===== src/design/crf_pkg.sv =====
// Purpose: shared constants and types of the core register file and status flags
// Assumes: single core clock, 8-bit working registers
// Notes:   status bit positions and bus offsets live here only
package crf_pkg;
  localparam int unsigned NUM_REGS  = 32;
  localparam int unsigned DATA_W    = 8;
  localparam int unsigned IDX_W     = 5;
  localparam int unsigned ADDR_W    = 16;
  localparam int unsigned IO_ADDR_W = 6;

  // pointer pairs, low byte register index
  localparam logic [4:0] PTR_X_LO = 5'h1A;
  localparam logic [4:0] PTR_Y_LO = 5'h1C;
  localparam logic [4:0] PTR_Z_LO = 5'h1E;

  // data-space map
  localparam logic [15:0] DS_IO_BASE = 16'h0020;
  localparam logic [15:0] DS_IO_LAST = 16'h005F;

  // status bit positions
  localparam int unsigned SF_I = 7;
  localparam int unsigned SF_T = 6;
  localparam int unsigned SF_H = 5;
  localparam int unsigned SF_S = 4;
  localparam int unsigned SF_V = 3;
  localparam int unsigned SF_N = 2;
  localparam int unsigned SF_Z = 1;
  localparam int unsigned SF_C = 0;
  localparam logic [7:0]  SF_RESET = 8'h00;

  // flag update mask positions {H,V,N,Z,C}
  localparam int unsigned FM_H = 4;
  localparam int unsigned FM_V = 3;
  localparam int unsigned FM_N = 2;
  localparam int unsigned FM_Z = 1;
  localparam int unsigned FM_C = 0;

  // bus register map
  localparam logic [11:0] APB_STATUS_OFS = 12'h000;
  localparam logic [11:0] APB_RF_BASE    = 12'h080;
  localparam logic [11:0] APB_RF_LAST    = 12'h0FC;

  typedef enum logic [1:0] {PTR_NONE, PTR_DISP, PTR_POSTINC, PTR_PREDEC} crf_ptr_mode_e;
  typedef logic [NUM_REGS-1:0][DATA_W-1:0] crf_file_t;
endpackage


===== src/design/crf_core_regs.sv =====
// Purpose: working register file, pointer pairs, data-space decode and status flags
// Assumes: decoder, ALU and interrupt logic run on clk_sys and drive the request ports
// Notes:   register reads are combinational; every write lands at the next rising edge
// Behaviour
// - thirty-two 8-bit working registers, each read or written in one cycle
// - two operands read, result written back, all in one cycle
// - ports: 8-bit or 16-bit read, 8-bit or 16-bit write
// - six registers form three 16-bit data-space pointers
// - the third pointer also addresses program flash tables
// - data addresses below 32 reach the working registers, not SRAM
// - 64 I/O locations reachable directly and at data addresses 20h..5Fh
// - status flags refreshed after each ALU operation
// - global interrupt enable clear means no interrupt is taken
// - taken interrupt clears global enable; return-from-interrupt sets it
// - set and clear global-interrupt instructions set or clear the enable
// - bit 6 is the copy bit for bit-store and bit-load
// - bit 5 holds half carry out of the low nibble
// - bit 4 always equals negative xor overflow
// - bit 3 flags two's complement overflow
// - bit 2 set on a negative result, cleared otherwise
// - bit 1 set on a zero result, cleared otherwise
// - bit 0 captures carry of operations that produce one
// - pointers are registers 26..31 with displacement, post-increment, pre-decrement
//
// Register access over APB and the placing of the registers were decided locally.
`timescale 1ns/1ps
module crf_core_regs #(
  parameter int unsigned DISP_W = 6
) (
  input  wire logic                  clk_sys,
  input  wire logic                  reset,
  // operand reads
  input  wire logic [4:0]            rdAddrA,
  input  wire logic [4:0]            rdAddrB,
  output logic      [7:0]            rdDataA,
  output logic      [7:0]            rdDataB,
  output logic      [15:0]           rdWordA,
  // result write
  input  wire logic                  wrEn,
  input  wire logic                  wrWide,
  input  wire logic [4:0]            wrAddr,
  input  wire logic [15:0]           wrData,
  // flag update
  input  wire logic [4:0]            flagMask,
  input  wire logic [15:0]           aluResult,
  input  wire logic                  aluWide,
  input  wire logic                  aluHalf,
  input  wire logic                  aluOvf,
  input  wire logic                  aluCarry,
  // status write from software, and copy-bit instructions
  input  wire logic                  statusWe,
  input  wire logic [7:0]            statusWdata,
  input  wire logic                  bitStoreToCopy,
  input  wire logic                  bitLoadFromCopy,
  input  wire logic [4:0]            bitReg,
  input  wire logic [2:0]            bitSel,
  // global interrupt control
  input  wire logic                  setGlobalIrqInstr,
  input  wire logic                  clearGlobalIrqInstr,
  input  wire logic                  returnFromInterrupt,
  input  wire logic                  irqPending,
  output logic                       irqAccept,
  output logic      [7:0]            coreStatusFlags,
  // pointers
  input  wire logic [1:0]            ptrSel,
  input  wire crf_pkg::crf_ptr_mode_e ptrMode,
  input  wire logic [DISP_W-1:0]     ptrDisp,
  output logic      [15:0]           ptrAddr,
  output logic      [15:0]           flashAddr,
  // data-space access
  input  wire logic [15:0]           dsAddr,
  input  wire logic                  dsRe,
  input  wire logic                  dsWe,
  input  wire logic [7:0]            dsWdata,
  output logic      [7:0]            dsRdata,
  // direct I/O access
  input  wire logic [5:0]            ioDirAddr,
  input  wire logic                  ioDirRe,
  input  wire logic                  ioDirWe,
  input  wire logic [7:0]            ioDirWdata,
  // I/O and SRAM side
  output logic      [5:0]            ioAddr,
  output logic                       ioRe,
  output logic                       ioWe,
  output logic      [7:0]            ioWdata,
  input  wire logic [7:0]            ioRdata,
  output logic      [15:0]           sramAddr,
  output logic                       sramRe,
  output logic                       sramWe,
  output logic      [7:0]            sramWdata,
  input  wire logic [7:0]            sramRdata,
  // APB slave
  input  wire logic                  psel,
  input  wire logic                  penable,
  input  wire logic                  pwrite,
  input  wire logic [11:0]           paddr,
  input  wire logic [31:0]           pwdata,
  output logic      [31:0]           prdata,
  output logic                       pready,
  output logic                       pslverr
);

  crf_pkg::crf_file_t rf_q;
  crf_pkg::crf_file_t rf_d;
  logic [7:0]         status_q;
  logic [7:0]         status_d;
  logic [31:0]        prdata_q;
  logic [31:0]        prdata_d;

  function automatic logic [15:0] pairOf(input crf_pkg::crf_file_t f, input logic [4:0] lo);
    pairOf = {f[lo | 5'h01], f[lo & 5'h1E]};
  endfunction

  function automatic logic [4:0] ptrBase(input logic [1:0] sel);
    case (sel)
      2'h0:    ptrBase = crf_pkg::PTR_X_LO;
      2'h1:    ptrBase = crf_pkg::PTR_Y_LO;
      default: ptrBase = crf_pkg::PTR_Z_LO;
    endcase
  endfunction

  function automatic logic apbRfHit(input logic [11:0] a);
    apbRfHit = (a >= crf_pkg::APB_RF_BASE) && (a <= crf_pkg::APB_RF_LAST) && (a[1:0] == 2'h0);
  endfunction

  // operand and pair reads
  assign rdDataA = rf_q[rdAddrA];
  assign rdDataB = rf_q[rdAddrB];
  assign rdWordA = pairOf(rf_q, rdAddrA);

  // pointer addressing
  logic [4:0]  ptrLo;
  logic [15:0] ptrBaseVal;
  logic [15:0] ptrDispExt;
  assign ptrLo      = ptrBase(ptrSel);
  assign ptrBaseVal = pairOf(rf_q, ptrLo);
  assign ptrDispExt = {{(16-DISP_W){1'b0}}, ptrDisp};
  assign flashAddr  = pairOf(rf_q, crf_pkg::PTR_Z_LO);

  always_comb
  begin
    case (ptrMode)
      crf_pkg::PTR_DISP:   ptrAddr = ptrBaseVal + ptrDispExt;
      crf_pkg::PTR_PREDEC: ptrAddr = ptrBaseVal - 16'h0001;
      default:             ptrAddr = ptrBaseVal;
    endcase
  end

  // data-space decode
  logic dsRf;
  logic dsIo;
  logic dsSram;
  assign dsRf   = dsAddr < crf_pkg::DS_IO_BASE;
  assign dsIo   = (dsAddr >= crf_pkg::DS_IO_BASE) && (dsAddr <= crf_pkg::DS_IO_LAST);
  assign dsSram = !dsRf && !dsIo;

  // data-space I/O access wins over a direct access in the same cycle
  logic [15:0] dsIoOfs;
  assign dsIoOfs   = dsAddr - crf_pkg::DS_IO_BASE;
  assign ioAddr    = (dsIo && (dsRe || dsWe)) ? dsIoOfs[5:0] : ioDirAddr;
  assign ioRe      = (dsIo && dsRe) || (!(dsIo && dsWe) && ioDirRe);
  assign ioWe      = (dsIo && dsWe) || (!(dsIo && dsRe) && ioDirWe);
  assign ioWdata   = (dsIo && dsWe) ? dsWdata : ioDirWdata;
  assign sramAddr  = dsAddr;
  assign sramRe    = dsSram && dsRe;
  assign sramWe    = dsSram && dsWe;
  assign sramWdata = dsWdata;

  always_comb
  begin
    if (dsRf)
      dsRdata = rf_q[dsAddr[4:0]];
    else if (dsIo)
      dsRdata = ioRdata;
    else
      dsRdata = sramRdata;
  end

  // bus decode
  logic apbWr;
  logic apbStatusHit;
  logic apbHit;
  logic [4:0] apbIdx;
  assign apbStatusHit = paddr == crf_pkg::APB_STATUS_OFS;
  assign apbHit       = apbStatusHit || apbRfHit(paddr);
  assign apbIdx       = paddr[6:2];
  assign apbWr        = psel && penable && pwrite && apbHit;
  assign pready       = psel && penable;
  assign pslverr      = psel && penable && !apbHit;
  assign prdata       = prdata_q;

  always_comb
  begin
    prdata_d = prdata_q;
    if (psel && !penable && !pwrite)
    begin
      if (apbStatusHit)
        prdata_d = {24'h000000, status_q};
      else if (apbRfHit(paddr))
        prdata_d = {24'h000000, rf_q[apbIdx]};
      else
        prdata_d = 32'h00000000;
    end
  end

  // register file next state: later writes take priority
  logic [7:0]  bitRegVal;
  logic [15:0] ptrNext;
  assign bitRegVal = rf_q[bitReg];
  assign ptrNext   = (ptrMode == crf_pkg::PTR_POSTINC) ? ptrBaseVal + 16'h0001 : ptrAddr;

  always_comb
  begin
    rf_d = rf_q;
    if (apbWr && !apbStatusHit)
      rf_d[apbIdx] = pwdata[7:0];
    if (dsWe && dsRf)
      rf_d[dsAddr[4:0]] = dsWdata;
    if ((ptrMode == crf_pkg::PTR_POSTINC) || (ptrMode == crf_pkg::PTR_PREDEC))
    begin
      rf_d[ptrLo]         = ptrNext[7:0];
      rf_d[ptrLo | 5'h01] = ptrNext[15:8];
    end
    if (wrEn)
    begin
      if (wrWide)
      begin
        rf_d[wrAddr & 5'h1E] = wrData[7:0];
        rf_d[wrAddr | 5'h01] = wrData[15:8];
      end
      else
        rf_d[wrAddr] = wrData[7:0];
    end
    if (bitLoadFromCopy)
    begin
      rf_d[bitReg]         = bitRegVal;
      rf_d[bitReg][bitSel] = status_q[crf_pkg::SF_T];
    end
  end

  // status next state
  logic resNeg;
  logic resZero;
  assign resNeg  = aluWide ? aluResult[15] : aluResult[7];
  assign resZero = aluWide ? (aluResult == 16'h0000) : (aluResult[7:0] == 8'h00);
  assign irqAccept = irqPending && status_q[crf_pkg::SF_I] && !clearGlobalIrqInstr;
  assign coreStatusFlags = status_q;

  always_comb
  begin
    status_d = status_q;
    if (apbWr && apbStatusHit)
      status_d = pwdata[7:0];
    if (statusWe)
      status_d = statusWdata;
    if (flagMask[crf_pkg::FM_H])
      status_d[crf_pkg::SF_H] = aluHalf;
    if (flagMask[crf_pkg::FM_V])
      status_d[crf_pkg::SF_V] = aluOvf;
    if (flagMask[crf_pkg::FM_N])
      status_d[crf_pkg::SF_N] = resNeg;
    if (flagMask[crf_pkg::FM_Z])
      status_d[crf_pkg::SF_Z] = resZero;
    if (flagMask[crf_pkg::FM_C])
      status_d[crf_pkg::SF_C] = aluCarry;
    status_d[crf_pkg::SF_S] = status_d[crf_pkg::SF_N] ^ status_d[crf_pkg::SF_V];
    if (bitStoreToCopy)
      status_d[crf_pkg::SF_T] = bitRegVal[bitSel];
    if (setGlobalIrqInstr || returnFromInterrupt)
      status_d[crf_pkg::SF_I] = 1'b1;
    if (clearGlobalIrqInstr || irqAccept)
      status_d[crf_pkg::SF_I] = 1'b0;
  end

  always_ff @(posedge clk_sys or posedge reset)
  begin
    if (reset)
    begin
      rf_q     <= '0;
      status_q <= crf_pkg::SF_RESET;
      prdata_q <= 32'h00000000;
    end
    else
    begin
      rf_q     <= rf_d;
      status_q <= status_d;
      prdata_q <= prdata_d;
    end
  end

  // checks
  AST_SIGN_XOR: assert property (@(posedge clk_sys) disable iff (reset)
    status_q[crf_pkg::SF_S] == (status_q[crf_pkg::SF_N] ^ status_q[crf_pkg::SF_V]))
    else $error("sign bit differs from negative xor overflow");

  AST_NO_IRQ_WHEN_OFF: assert property (@(posedge clk_sys) disable iff (reset)
    !status_q[crf_pkg::SF_I] |-> !irqAccept)
    else $error("interrupt accepted while global enable clear");

  AST_IRQ_CLEARS_I: assert property (@(posedge clk_sys) disable iff (reset)
    irqAccept |=> !status_q[crf_pkg::SF_I])
    else $error("global enable not cleared by interrupt");

  AST_RETURN_FROM_INTERRUPT_SETS_I: assert property (@(posedge clk_sys) disable iff (reset)
    (returnFromInterrupt && !irqAccept && !clearGlobalIrqInstr) |=> status_q[crf_pkg::SF_I])
    else $error("return-from-interrupt did not set global enable");

  AST_CLI_CLEARS: assert property (@(posedge clk_sys) disable iff (reset)
    clearGlobalIrqInstr |-> (!irqAccept ##1 !status_q[crf_pkg::SF_I]))
    else $error("clear-interrupt instruction left enable set");

  AST_BIT_STORE: assert property (@(posedge clk_sys) disable iff (reset)
    bitStoreToCopy |=> status_q[crf_pkg::SF_T] == $past(bitRegVal[bitSel]))
    else $error("copy bit not loaded from register bit");

  AST_WRITE_BYTE: assert property (@(posedge clk_sys) disable iff (reset)
    (wrEn && !wrWide && !bitLoadFromCopy) |=> rf_q[$past(wrAddr)] == $past(wrData[7:0]))
    else $error("byte result not written in one cycle");

  AST_WRITE_PAIR: assert property (@(posedge clk_sys) disable iff (reset)
    (wrEn && wrWide && !bitLoadFromCopy)
      |=> pairOf(rf_q, $past(wrAddr)) == $past(wrData))
    else $error("word result not written to the pair");

  AST_ZERO_FLAG: assert property (@(posedge clk_sys) disable iff (reset)
    (flagMask[crf_pkg::FM_Z] && !bitStoreToCopy)
      |=> status_q[crf_pkg::SF_Z] == $past(resZero))
    else $error("zero flag does not follow result");

  AST_POST_INC: assert property (@(posedge clk_sys) disable iff (reset)
    (ptrMode == crf_pkg::PTR_POSTINC && !wrEn && !bitLoadFromCopy && !dsWe && !apbWr)
      |=> pairOf(rf_q, $past(ptrLo)) == $past(ptrBaseVal) + 16'h0001)
    else $error("pointer not incremented after access");

  AST_DS_REG_MAP: assert property (@(posedge clk_sys) disable iff (reset)
    (dsRe && dsAddr < crf_pkg::DS_IO_BASE) |-> (dsRdata == rf_q[dsAddr[4:0]] && !sramRe))
    else $error("low data address did not reach working register");

  AST_IO_WINDOW: assert property (@(posedge clk_sys) disable iff (reset)
    (dsRe && dsAddr >= crf_pkg::DS_IO_BASE && dsAddr <= crf_pkg::DS_IO_LAST)
      |-> (ioRe && !sramRe && dsRdata == ioRdata
           && ioAddr == 6'(dsAddr - crf_pkg::DS_IO_BASE)))
    else $error("data-space access in the I/O window did not reach I/O");

  AST_NEG_FLAG: assert property (@(posedge clk_sys) disable iff (reset)
    flagMask[crf_pkg::FM_N]
      |=> status_q[crf_pkg::SF_N] == $past(aluWide ? aluResult[15] : aluResult[7]))
    else $error("negative flag does not follow result sign");

  AST_CARRY_FLAG: assert property (@(posedge clk_sys) disable iff (reset)
    flagMask[crf_pkg::FM_C]
      |=> status_q[crf_pkg::SF_C] == $past(aluCarry))
    else $error("carry flag does not follow the ALU carry");

  AST_HALF_FLAG: assert property (@(posedge clk_sys) disable iff (reset)
    flagMask[crf_pkg::FM_H]
      |=> status_q[crf_pkg::SF_H] == $past(aluHalf))
    else $error("half carry flag does not follow the ALU");

  AST_OVF_FLAG: assert property (@(posedge clk_sys) disable iff (reset)
    flagMask[crf_pkg::FM_V]
      |=> status_q[crf_pkg::SF_V] == $past(aluOvf))
    else $error("overflow flag does not follow the ALU");

  AST_SEI_SETS: assert property (@(posedge clk_sys) disable iff (reset)
    (setGlobalIrqInstr && !clearGlobalIrqInstr && !irqAccept)
      |=> status_q[crf_pkg::SF_I])
    else $error("set-interrupt instruction left enable clear");

  AST_BIT_LOAD: assert property (@(posedge clk_sys) disable iff (reset)
    bitLoadFromCopy
      |=> rf_q[$past(bitReg)][$past(bitSel)] == $past(status_q[crf_pkg::SF_T]))
    else $error("register bit not loaded from copy bit");

  AST_STATUS_RESET: assert property (@(posedge clk_sys)
    $fell(reset) |-> status_q == crf_pkg::SF_RESET)
    else $error("status not cleared by reset");

endmodule


===== config.mk =====
export PLATFORM = sky130hd
export DESIGN_NAME = crf_core_regs
export DESIGN_NICKNAME = d
export VERILOG_FILES = /design/src/design/crf_pkg.sv /design/src/design/crf_core_regs.sv
export SDC_FILE = /design/constraint.sdc
export NUM_CORES = 2
export LEC_CHECK = 0
export BUFFER_PORTS_ARGS = -buffer_cell sky130_fd_sc_hd__buf_2
export CAP_MARGIN = 5
export CORE_MARGIN = 10
export CORE_UTILIZATION = 30
export DETAILED_ROUTE_END_ITERATION = 10
export PLACE_DENSITY_LB_ADDON = 0.05
export REMOVE_ABC_BUFFERS = 1
export SYNTH_ARGS = -nofsm -noshare
export SYNTH_HDL_FRONTEND = slang
export SYNTH_SLANG_ARGS = --single-unit

===== constraint.sdc =====
create_clock -name clk_sys -period 13 [get_ports clk_sys]
set_input_delay 2.6 -clock clk_sys [delete_from_list [all_inputs] [get_ports clk_sys]]
set_output_delay 2.6 -clock clk_sys [all_outputs]
set_load 0.02 [all_outputs]

After elaboration in Yosys (flattened, before gate mapping)
Cells that the tools add are included.
- logic and storage cells: 209
- bits in registers: 296
- output and inout port bits: 157
- bits of input ports: 198
- bitwise logic cells: 1
- magnitude comparators: 28
- reduce and logical (&&, ||, !) cells: 57
- $add $sub $neg: 4
- mux-type cells: 76
- equal/unequal tests: 4
- operator list (operator ; number):
    $bwmux W256 ; 9
    $mux W256 ; 6
    $demux W8 S5 ; 6
    $bmux W8 S5 ; 5
    $mux W8 ; 25
    $bmux W8 S4 ; 4
    $demux W8 S4 ; 3
    $lt A5 B6 Y1 const B ; 13
    $ge A5 B1 Y1 const B ; 8
    $pmux W16 S2 ; 1
    $logic_and A1 B1 Y1 ; 31
    $add A16 B1 Y16 const B ; 1
    $add A16 B6 Y16 ; 1
    $ge A16 B6 Y1 const B ; 1
    $le A16 B7 Y1 const B ; 1
    $logic_not A16 Y1 ; 1
    $lt A16 B6 Y1 const B ; 1
    $mux W16 ; 1
    $sub A16 B1 Y16 const B ; 1
    $ge A12 B8 Y1 const B ; 1
    $le A12 B8 Y1 const B ; 1
    $logic_not A12 Y1 ; 1
    $mux W1 ; 12
    $reduce_bool A3 Y1 ; 4
    other kinds (15) ; 32

Logic depth before layout (Yosys ltp)
- depth in word-level cells: 19
- gate-level depth with buffers: 16
- depth with buffers taken out: 15

Least setup slack after synthesis
OpenSTA, ideal clock, no wires.
- path kind: in2out
- start point: input port ptrSel[0]
- end point: output port ptrAddr[14]
- arrival: 5385 ps
- stages on the path: 12
- setup slack: 5015 ps
- required time: 10400 ps
- path buffers: 1
- cells stage by stage: buf_4 > mux2_1 > mux2i_1 > ha_1 > fa_1 > nand2b_1 > a21oi_1 > a211oi_1 > o221ai_1 > a41oi_1 > xor2_1 > mux2i_1
- word-level cells in the longest chain between the ends: 6
- elaborated cells between the ends (all ways): 10
- classes of those cells: add/sub (2); eq/ne (1); mux (6); reduce/logical (1)
- ends and longest elaborated chain (item ; RTL line ; text):
    start: declaration ; crf_core_regs.sv:65 ; input wire logic [1:0] ptrSel,
    $eq A2 B1 Y1 or $logic_not A2 Y1 (tied branches) ; crf_core_regs.sv:115 ; case (sel)
    $pmux W3 S2 * ; crf_core_regs.sv:115 ;
    $bmux W8 S4 ; crf_core_regs.sv:111 ; pairOf = {f[lo | 5'h01], f[lo & 5'h1E]};
    $mux W8 (implied by the code) ; crf_core_regs.sv:111 ;
    $sub A16 B1 Y16 or $add A16 B6 Y16 (tied branches) ; crf_core_regs.sv:144, crf_core_regs.sv:143 ;
    $pmux W16 S2 * ; crf_core_regs.sv:142 ; case (ptrMode)
    end: declaration ; crf_core_regs.sv:68 ; output logic [15:0] ptrAddr,
Mark *: on every way between the ends. The rest lies on a longest branch, timed or not. The select of a mux whose other input is x is not followed.

Worst setup path in the final report
Ends and elaborated chain as after synthesis.

==> metrics <==
Seq/Total Area, Yosys 0.200; top-area cell type share of the netlist area 0.248; Critical Path Most Common Cell buf_2; DP HPWL 161000 µm; setup TNS 0 ns; flop2flop setup slack 8.40 ns; Simple-Gate Fraction of Synth Area 0.141; post-route insts no fill 5522; worst reg2reg startpoint rf_q[224]; DR WL/cell 41.7 µm; Tcrit/Tclk final 0.707; syn_area_per_cell 8.56 µm²; layout cells sized above 1 0.242; die width 357 µm; Clock Path Buffers 3; number of global-route vias before repair 35144; r2r worst-path depth 13; Die Area 127000 µm²; most numerous cell in the Yosys netlist o21ai_0; Slew Viols, Final 0; clk slew on worst S/H paths 0.06 ns; clock latency at the later pin of the worst-skew pair 0.64 ns; leakage 13.9 nW; Post-synth EDFFs 0; adder-cell share of the synthesized area 0.00721; ys flop type dfrtp_1; Achievable Freq 109 MHz; crit path from ptrSel[0]; Ys Warns 0; CTS tree built; GRT overflow 0; vias 37854; via/cell ratio 6.86; DP Area 36500 µm²; post-CTS sizing 0; Peak VDD IR 0.0860 mV; Worst Path Arrival 6.59 ns; NumNets Final 4207; CTS Hold Buffers Added 0; Synth Area in XOR/XNOR 0.00696; gr usage total 0.348; main area contributors after synthesis mux4_2, dfrtp_1, o21ai_0; crit path max fanout 20; largest family of logic cells by synthesized area multiplexers; Slew @ Worst Pin 1.27 ns; clock sinks 272; Synth Cell Area 34000 µm²; Post-Synthesis Cells 3972; startpoint types input pin; final hold vios 0; initial antenna violation count 23; H-tree depth 2; hold path start prdata[7]; max_slew headroom 0.152; RSZ-0062 raised after global routing no; global-route wire length before repair 309000 µm; Async SR Flop Fraction 1.00; post-synth cell types 78; input/output buffers 305; post-route cell area 37900 µm²; Worst Skew 0.0238 ns; router iterations before antenna repair 6; Setup crit end kind output port; CTS root buf clkbuf_16; Synth Area in Compound Gates 0.240; WHS Path Cells 2; Hold Crit Class register to register; DR iter-0 viols 5247; end of the worst register-to-register path flashAddr[12]; Critical Path Max Stage Delay 0.63 ns; # rows 123; status finished, final reports clean; drc violations 0; setup bufs post-CTS 0; Initial Util 0.302; Crit path required time 10.40 ns; area delta synth->final 11.4%; worst hold margin 0.522 ns; DRT antenna net count 0; boundary pin count 355; overall die height 357 µm; critical path class input pin to output port; RD Place Congestion 0.993; hold path endpoint prdata[7]; top cells by count, synth o21ai_0, nand2_1, a21oi_1; Slowest cell on crit path a211oi_1; Max Cap Viol 0; #FFs+latches synth 272; multiplexer share of the synthesized area 0.338; CP cell instances buf_2 -> mux2_2 -> o21ai_0 -> inv_1 -> ha_1 -> nand2b_1 -> a21oi_1 -> a211oi_1 -> o221ai_1 -> a41oi_1 -> xor2_1 -> mux2i_1 -> buf_2; Setup WS pre-CTS 3.91 ns; Final setup viols 0; routed wire length 230000 µm; fin crit period 9.19 ns; Placeable Area 112000 µm²; Final WS setup 3.81 ns; placed cell count 5443; TritonCTS buffer count 44; largest net degree at the start of global routing 127; Yosys top cell by area mux4_2; Cell Pwr Density 156 nW/µm²
## layout make-up
| cell class | count | area, µm² |
|---|---|---|
| Antenna cell | 4 | 10.0 |
| Clock buffer | 60 | 1250 |
| Clock inverter | 14 | 110 |
| Fill cell | 11881 | 74600 |
| Inverter | 29 | 116 |
| Multi-Input combinational cell | 3210 | 25200 |
| Sequential cell | 272 | 6810 |
| Tap cell | 1500 | 1880 |
| Timing Repair Buffer | 433 | 2530 |
## report_power, final
| part | internal (mW) | switching (mW) |
|---|---|---|
| logic | 1.22 | 1.65 |
| clock network | 0.688 | 0.521 |
| registers | 1.06 | 0.754 |
| total | 2.97 | 2.92 |
## state kept, by name, indices dropped and copies added (netlist names)
name,flops
coreStatusFlags,8
flashAddr,16
prdata,8
rf_q,240
## per-layer routing
| layer | GRT usage | share of wire | vias up |
|---|---|---|---|
| met2 | 0.499 | 0.42 | 2888 |
| met1 | 0.455 | 0.39 | 19170 |
| met3 | 0.108 | 0.12 | 592 |
| met5 | 0 | 0.00031 | - |
| li1 | - | - | 15192 |
| met4 | 0.205 | 0.069 | 12 |
## worst max-delay path by stage
stage,to,cells past startpoint
final,ptrAddr[14],13
after global routing,ptrAddr[14],13
after CTS,ptrAddr[14],13
after detailed placement,ptrAddr[14],13
after global placement,ptrAddr[14],13
after floorplan,coreStatusFlags[0],1
## cell families (layout without fill, tap and decap cells)
logic type / count (synthesis) / count (layout)
AOI/OAI and AO/OA: 1386 / 1386
and+or+nand+nor: 1081 / 1081
muxes: 673 / 673
buffers and inverters: 513 / 536
DFF: 272 / 272
xor gates and xnor gates: 27 / 27
adders and majority gates: 19 / 19
other: 1 / 28
## critical path: cells and delay by family
family / cells / cell delay [ns]
AO/OA/AOI/OAI: 5 / 1.87
multiplexers: 2 / 0.57
XOR/XNOR: 1 / 0.21
buffers and inverters: 3 / 0.83
adder cells (fa/ha/maj): 1 / 0.34
AND/OR/NAND/NOR: 1 / 0.14
## placed cells by master, fill, tap and decap left out, drive strengths merged, types with 85 or more instances in the layout
master and n:
a211oi 85, mux4 375, mux2i 247, nand3 85
nor2 330, dfrtp 272, o21ai 526, nand2 461
a21oi 400, buf 433
## per-stage QoR
stage,utilization,total power [mW]
after CTS,0.336,5.75
final,0.337,5.89
after global routing,0.336,6.02
after detailed placement,0.324,4.54
after floorplan,-,3.04
after global placement,0.324,4.54
(Power assumes the default switching activity.)
